`config.mk`:
```
export PLATFORM = sky130hd
export DESIGN_NAME = csk_exec
export DESIGN_NICKNAME = d
export VERILOG_FILES = /design/src/csk_pkg.sv /design/src/csk_exec.sv
export VERILOG_INCLUDE_DIRS = /design/src
export SDC_FILE = /design/constraint.sdc
export NUM_CORES = 1
export LEC_CHECK = 0
export ABC_AREA = 1
export BUFFER_PORTS_ARGS = -buffer_cell sky130_fd_sc_hd__buf_2
export CORE_MARGIN = 2
export CORE_UTILIZATION = 55
export DETAILED_ROUTE_END_ITERATION = 16
export PLACE_DENSITY = 0.8
export SYNTH_ARGS = -nofsm -noshare
export SYNTH_HDL_FRONTEND = slang
export SYNTH_SLANG_ARGS = --single-unit
```
`constraint.sdc`:
```
create_clock -name clk -period 2.5 [get_ports clk]
set_input_delay 0.375 -clock clk [delete_from_list [all_inputs] [get_ports clk]]
set_output_delay 0.375 -clock clk [all_outputs]
set_load 0.1 [all_outputs]
```
`src/csk_defines.svh`:
```
// Behaviour
// (RULE1) a true compare drops the fetched instruction and runs a no_operation
// (RULE2) skipping a two-word instruction costs three cycles, three-word four
// (RULE3) bank bit clear: operand lies in the access bank, bank select ignored
// (RULE4) bank bit set: bank_select_register picks the register bank
// (RULE5) bank bit clear, extended set on, operand up to 5fh: indexed offset
// (RULE6) equal skip: unsigned operand minus working_register, flags untouched
// (RULE7) greater skip: skip only if operand strictly larger, flags untouched
`ifndef CSK_DEFINES_SVH
`define CSK_DEFINES_SVH

`define CSK_OPC_EQ 7'h31
`define CSK_OPC_GT 7'h32
`define CSK_OPC_LSB 9
`define CSK_ABIT 8
`define CSK_ACCESS_SPLIT 8'h5f
`define CSK_Q_LAST 2'h3
`define CSK_Q_READ 2'h0
`define CSK_Q_PROC 2'h2
`define CSK_BASE_CYCLES 1
`define CSK_RST_ADDR 14'h0000

`endif

```
`src/csk_pkg.sv`:
```
package csk_pkg;

  typedef enum logic [1:0]
  {
    CSK_IDLE,
    CSK_EXEC,
    CSK_NOP
  } csk_state_e;

  typedef struct packed {
    logic [15:0] instr;
    logic [7:0] working_register;
    logic [5:0] bank_select_register;
    logic ext_en;
    logic [13:0] index_base;
    logic [1:0] next_words;
  } csk_req_s;

  typedef struct packed {
    logic rd_en;
    logic [13:0] addr;
  } csk_mem_s;

  typedef struct packed {
    logic busy;
    logic skip;
    logic flush;
    logic no_operation;
    logic done;
  } csk_stat_s;

endpackage : csk_pkg

```
`src/csk_exec.sv`:
```
`timescale 1ns/1ps
`include "csk_defines.svh"

module csk_exec #(
  parameter int ADDR_W = 14,
  parameter int BSR_W = 6
) (
  input wire logic clk,
  input wire logic rst,
  input wire logic ce,
  input wire logic start,
  input wire csk_pkg::csk_req_s req,
  input wire logic [7:0] rdata,
  output csk_pkg::csk_mem_s mem,
  output csk_pkg::csk_stat_s stat,
  output logic [1:0] q_phase
);
  import csk_pkg::*;

  // the two supported opcodes share one decode
  function automatic logic is_op(input logic [15:0] w, input logic [6:0] op);
    is_op = (w[15:`CSK_OPC_LSB] == op);
  endfunction : is_op

  function automatic logic is_cmp(input logic [15:0] w);
    is_cmp = is_op(w, `CSK_OPC_EQ) | is_op(w, `CSK_OPC_GT);
  endfunction : is_cmp

  csk_state_e state_reg;
  csk_state_e state_next;
  csk_req_s req_reg;
  logic [1:0] q_reg;
  logic [1:0] nop_left_reg;
  logic [1:0] nop_left_next;
  logic rd_en_reg;
  logic [ADDR_W-1:0] addr_reg;
  logic skip_reg;
  logic skip_next;
  logic flush_reg;
  logic nop_reg;
  logic done_reg;
  logic busy_reg;

  wire [7:0] f_op = req_reg.instr[7:0];
  wire a_bit = req_reg.instr[`CSK_ABIT];
  wire low_half = (f_op <= `CSK_ACCESS_SPLIT);
  wire indexed = !a_bit && req_reg.ext_en && low_half;
  wire [ADDR_W-1:0] idx_addr =
    ADDR_W'(req_reg.index_base + {{(ADDR_W-8){1'b0}}, f_op});
  wire [ADDR_W-1:0] banked_addr =
    {req_reg.bank_select_register[BSR_W-1:0], f_op};
  // access bank: low part in bank 0, high part in the last bank
  wire [ADDR_W-1:0] access_addr =
    low_half ? {{BSR_W{1'b0}}, f_op} : {{BSR_W{1'b1}}, f_op};
  wire [ADDR_W-1:0] eff_addr =
    a_bit ? banked_addr :                            // [RULE4]
    indexed ? idx_addr :                             // [RULE5]
    access_addr;                                     // [RULE3]

  wire is_eq = is_op(req_reg.instr, `CSK_OPC_EQ);
  // unsigned difference; no status flag is ever written by this block
  wire [8:0] diff = {1'b0, rdata} - {1'b0, req_reg.working_register};
  wire hit_eq = (diff == 9'h000);                    // [RULE6]
  wire hit_gt = !diff[8] && (diff != 9'h000);        // [RULE7]
  wire cond = is_eq ? hit_eq : hit_gt;

  // a zero word count is treated as a one-word instruction
  wire [1:0] words = (req_reg.next_words == 2'h0) ? 2'h1 :
    req_reg.next_words;
  wire q_end = (q_reg == `CSK_Q_LAST);
  wire accept = start && is_cmp(req.instr);

  always_comb
  begin
    state_next = state_reg;
    nop_left_next = nop_left_reg;
    skip_next = skip_reg;
    case (state_reg)
      CSK_IDLE:
      begin
        if (accept)
        begin
          state_next = CSK_EXEC;
          skip_next = 1'b0;
        end
      end
      CSK_EXEC:
      begin
        if (q_reg == `CSK_Q_PROC)
        begin
          skip_next = cond;
        end
        if (q_end)
        begin
          if (skip_reg)
          begin
            // one extra cycle per word of the dropped instruction
            state_next = CSK_NOP;                    // [RULE1]
            nop_left_next = 2'(words - 2'h1);        // [RULE2]
          end
          else
          begin
            state_next = CSK_IDLE;
          end
        end
      end
      CSK_NOP:
      begin
        if (q_end)
        begin
          if (nop_left_reg == 2'h0)
          begin
            state_next = CSK_IDLE;
          end
          else
          begin
            nop_left_next = 2'(nop_left_reg - 2'h1); // [RULE2]
          end
        end
      end
      default:
      begin
        state_next = CSK_IDLE;
      end
    endcase
  end

  wire leaving = (state_next == CSK_IDLE) && (state_reg != CSK_IDLE);
  wire to_nop = (state_reg == CSK_EXEC) && (state_next == CSK_NOP);
  wire read_now = (state_reg == CSK_EXEC) && (q_reg == `CSK_Q_READ);

  always_ff @(posedge clk or posedge rst)
  begin
    if (rst)
    begin
      state_reg <= CSK_IDLE;
      nop_left_reg <= 2'h0;
      skip_reg <= 1'b0;
    end
    else if (ce)
    begin
      state_reg <= state_next;
      nop_left_reg <= nop_left_next;
      skip_reg <= skip_next;
    end
  end

  // the quarter phase restarts at q1 whenever a new compare is taken
  always_ff @(posedge clk or posedge rst)
  begin
    if (rst)
    begin
      q_reg <= 2'h0;
    end
    else if (ce)
    begin
      if (state_reg == CSK_IDLE)
      begin
        q_reg <= 2'h0;
      end
      else
      begin
        q_reg <= 2'(q_reg + 2'h1);
      end
    end
  end

  always_ff @(posedge clk or posedge rst)
  begin
    if (rst)
    begin
      req_reg <= '0;
    end
    else if (ce && accept && (state_reg == CSK_IDLE))
    begin
      req_reg <= req;
    end
  end

  // operand read goes out in q2; memory answers in q3
  always_ff @(posedge clk or posedge rst)
  begin
    if (rst)
    begin
      rd_en_reg <= 1'b0;
      addr_reg <= ADDR_W'(`CSK_RST_ADDR);
    end
    else if (ce)
    begin
      rd_en_reg <= read_now;
      if (read_now)
      begin
        addr_reg <= eff_addr;
      end
    end
  end

  always_ff @(posedge clk or posedge rst)
  begin
    if (rst)
    begin
      flush_reg <= 1'b0;
      nop_reg <= 1'b0;
      done_reg <= 1'b0;
      busy_reg <= 1'b0;
    end
    else if (ce)
    begin
      flush_reg <= to_nop;                           // [RULE1]
      nop_reg <= (state_next == CSK_NOP);            // [RULE1]
      done_reg <= leaving;
      busy_reg <= (state_next != CSK_IDLE);
    end
  end

  // state outputs are registered copies so they line up with busy
  logic [1:0] q_out_reg;
  logic skip_out_reg;

  always_ff @(posedge clk or posedge rst)
  begin
    if (rst)
    begin
      q_out_reg <= 2'h0;
      skip_out_reg <= 1'b0;
    end
    else if (ce)
    begin
      q_out_reg <= (state_next == CSK_IDLE) ? 2'h0 :
        ((state_reg == CSK_IDLE) ? 2'h0 : 2'(q_reg + 2'h1));
      skip_out_reg <= skip_next;
    end
  end

  assign mem.rd_en = rd_en_reg;
  assign mem.addr = addr_reg;
  assign stat.busy = busy_reg;
  assign stat.skip = skip_out_reg;
  assign stat.flush = flush_reg;
  assign stat.no_operation = nop_reg;
  assign stat.done = done_reg;
  assign q_phase = q_out_reg;

endmodule : csk_exec

```
==> flow_summary_export.csv <==
group,metric,value,unit
die,num_rows,31,
worst_setup_path,worstReg2RegEnd,"addr_reg[10]",
synthesis,async_flop_share,1.000,
timing,post-route-period-util,0.8380,
worst_setup_path,crit_end,"addr_reg[10]",
worst_setup_path,critical_path.slowest_cell,"dfrtp_1",
grt,grt_max_degree,90,
flow_run,timing.max_cap.violations,0,
timing,setup_viol,0,
synthesis,synthTopCellsByCount,"148 x nand2_1, 85 x inv_1, 75 x dfrtp_1",
clocking,cts_tree,"yes",
place,place_area,4591,um2
worst_setup_path,crit_path_end_kind,"register",
grt,antenna_found_initial,0,
die,die_w,90.48,um
worst_setup_path,ff2ff_path_depth,14,
clocking,clk_latency,0.35,ns
cells_and_area,fin_cells,728,
worst_setup_path,cpMostUsedCell,"nand2_1",
cells_and_area,largest_reg_flops,32,
worst_setup_path,worst-path-stages,14,
cells_and_area,drive_gt1_frac,0.1781,
timing,hold_violations,0,
timing,slew_headroom,0.4540,
worst_setup_path,reg2reg_slack,0.40,ns
die,start_util,0.5670,
worst_setup_path,crit_chain,"ha_1, fa_1, nand2_1, nand2_1, o21ai_0, inv_1, nand2_1, nand2_1, nand3_1, nand2_1, nand3_1, nand2_1, nand2_1, nand2_1",
synthesis,post-synth-top-count-cell,"nand2_1",
route,ant_nets,0,
clocking,cts-buffers-inserted,9,
synthesis,ys_ff_latch,75,
cells_and_area,area_growth,16.34,%
clocking,path_clk_slew,0.08,ns
worst_setup_path,worstSetupPathType,"reg2reg",
timing,worstMarginPinSlew,0.8191,ns
pwr,p_leak,2.732,nW
place,io_buffers,80,
synthesis,synth_top_cell_by_area,"dfrtp_1",
synthesis,synth-edff-count,0,
worst_setup_path,path_buf_inv,1,
place,placed_cells,712,
synthesis,synth_top_area_frac,0.4563,
synthesis,synthDistinctLibCells,31,
route,drc,0,
worst_setup_path,critPathMaxFanout,5,
route,drtIter0Drc,150,
worst_setup_path,cp.required,2.74,ns
synthesis,seq_area_frac_synth,0.4563,
worst_setup_path,reg2reg_from,"banked_addr[0]",
die,io_pins,81,
worst_setup_path,crit_family,"simple AND/OR/NAND/NOR gates",
timing,fin_crit,2.095,ns
clocking,htree_num_levels,3,
clocking,cts_root_buf,"clkbuf_8",
synthesis,synthTopCellsByArea,"dfrtp_1 46%, nand2_1 14%, inv_1 7.8%",
cells_and_area,seq_area,1877,um2
clocking,cts.path.max_buffers,2,
die,die_area,8186,um2
synthesis,ys.warnings.count,0,
timing,worst_slack,0.4049,ns
route,drtPass1Iterations,4,
worst_setup_path,max_stage_delay,0.41,ns
route,wl_per_cell,11.56,um
cells_and_area,fill_cells,645,
timing,tns,0,ns
timing,maxSlewViolCount,0,
synthesis,synth_fp_nets,626,
cells_and_area,final_area,4785,um2
cells_and_area,final_net_count,703,
timing,grt_setup_unrepaired,"false",
outcome,status,"completed",
worst_setup_path,start_kind,"register",
clocking,postCtsSetupRepairBufs,0,
grt,grt.total_usage,0.2235,
place,place_ws,0.4704,ns
grt,grt_pass1_vias,3586,
grt,grt_pass1_wl,14970,um
synthesis,ys.flop_type,"dfrtp_1",
grt,grt_overflow,0,
synthesis,postSynthAreaPerCell,7.519,um2
clocking,cts.sinks,75,
route,viasPerCell,4.964,
timing,max_freq,477.3,MHz
route,drt_wl_total,8419,um
worst_hold_path,min_path_type,"in2async",
cells_and_area,multiInputGateArea,1813,um2
pwr,power_density,799.3,nW/um2
worst_setup_path,critical_path.startpoint,"banked_addr[0]",
route,dr_total_vias,3614,
place,hpwlAfterDp,6309,um
timing,skew,0.01113,ns
pwr,vdd_drop_max,0.0006664,V
worst_setup_path,cp_data_arrival_time,2.33,ns
synthesis,synthesis.area,4113,um2
die,core,7253,um2
die,die_h,90.48,um
cells_and_area,num_antenna_cells,0,
clocking,cts_hold_buf,0,
synthesis,syn-instance-count,547,
clocking,postCtsResizedCells,0,
place,globalplace.congestion,0.8879,
area by class of cell:
cell class	count	area share
clock buffers	10	0.02667
repair buffers	85	0.09414
clock inverters	6	0.01386
well taps	99	0.02589
flip-flops and latches	75	0.3923
inverters	87	0.06825
multi-input cells	366	0.3789
worst min-delay path by stage:
| stage | endpoint | slack [ns] | cells past startpoint |
|---|---|---|---|
| 4_1_cts | banked_addr[3] | 0.1 | 2 |
| 5_1_grt | banked_addr[3] | 0.13 | 2 |
| 3_3_place_gp | req_reg[44] | 0.43 | 2 |
| 2_1_floorplan | req_reg[44] | 0.42 | 2 |
| 3_5_place_dp | req_reg[42] | 0.45 | 2 |
| 6_report | banked_addr[3] | 0.09 | 2 |
per-layer routing:
metal	wire length (um)	track usage	part of all wire
met1	3715	0.2632	0.44
met2	4225	0.3968	0.50
met3	280	0.03339	0.033
met4	198	0.1103	0.024
met5	0	0	0
metrics by stage:
stage	util	hold slack (ns)	total power, mW
floorplan	-	0.4215	2.666
global placement	0.6329	0.4339	2.907
detailed placement	0.6329	0.4532	2.931
CTS	0.6597	0.09571	3.853
global route	0.6597	0.1328	4.036
finish	0.6597	0.09206	3.824
worst register-to-register path, stage by stage, from the launching register on:
cell	delay [ns]
dfrtp_1	0.41
ha_1	0.22
fa_1	0.39
nand2_1	0.09
nand2_1	0.05
o21ai_0	0.12
inv_1	0.12
nand2_1	0.10
nand2_1	0.13
nand3_1	0.09
nand2_1	0.06
nand3_1	0.06
nand2_1	0.06
nand2_1	0.06
nand2_1	0.05
report_power, final:
part	internal [mW]	total (mW)	switching (mW)
clock	0.461	0.916	0.455
sequential	1.38	1.49	0.104
combinational	0.287	1.42	1.14
cells by family (layout without fill, tap and decap cells):
kind of cell | Yosys count | count (layout) | synth area share
DFF | 75 | 75 | 0.4563
AOI/OAI and AO/OA | 99 | 99 | 0.1299
adders and majority gates | 20 | 20 | 0.06267
muxes | 1 | 1 | 0.002738
and+or+nand+nor | 246 | 246 | 0.2434
buffers and inverters | 106 | 188 | 0.1050
cell usage in the layout (no fill, tap or decap), drive strengths merged:
cell	Yosys	final
nand4	5	5
clkinv	1	3
o2111ai	1	1
mux2	1	1
nand3b	4	4
o211ai	1	1
bufinv	0	1
inv	86	86
nor2	61	61
o21a	1	1
o21bai	1	1
fa	1	1
nand3	24	24
or2	1	1
a211oi	1	1
clkinvlp	0	3
ha	19	19
nor3	2	2
clkbuf	9	10
dfrtp	75	75
o22ai	1	1
nor3b	1	1
buf	10	85
a21oi	43	43
o21ai	50	50
nand2	148	148
No activity file was read; power rests on OpenSTA's default activity.
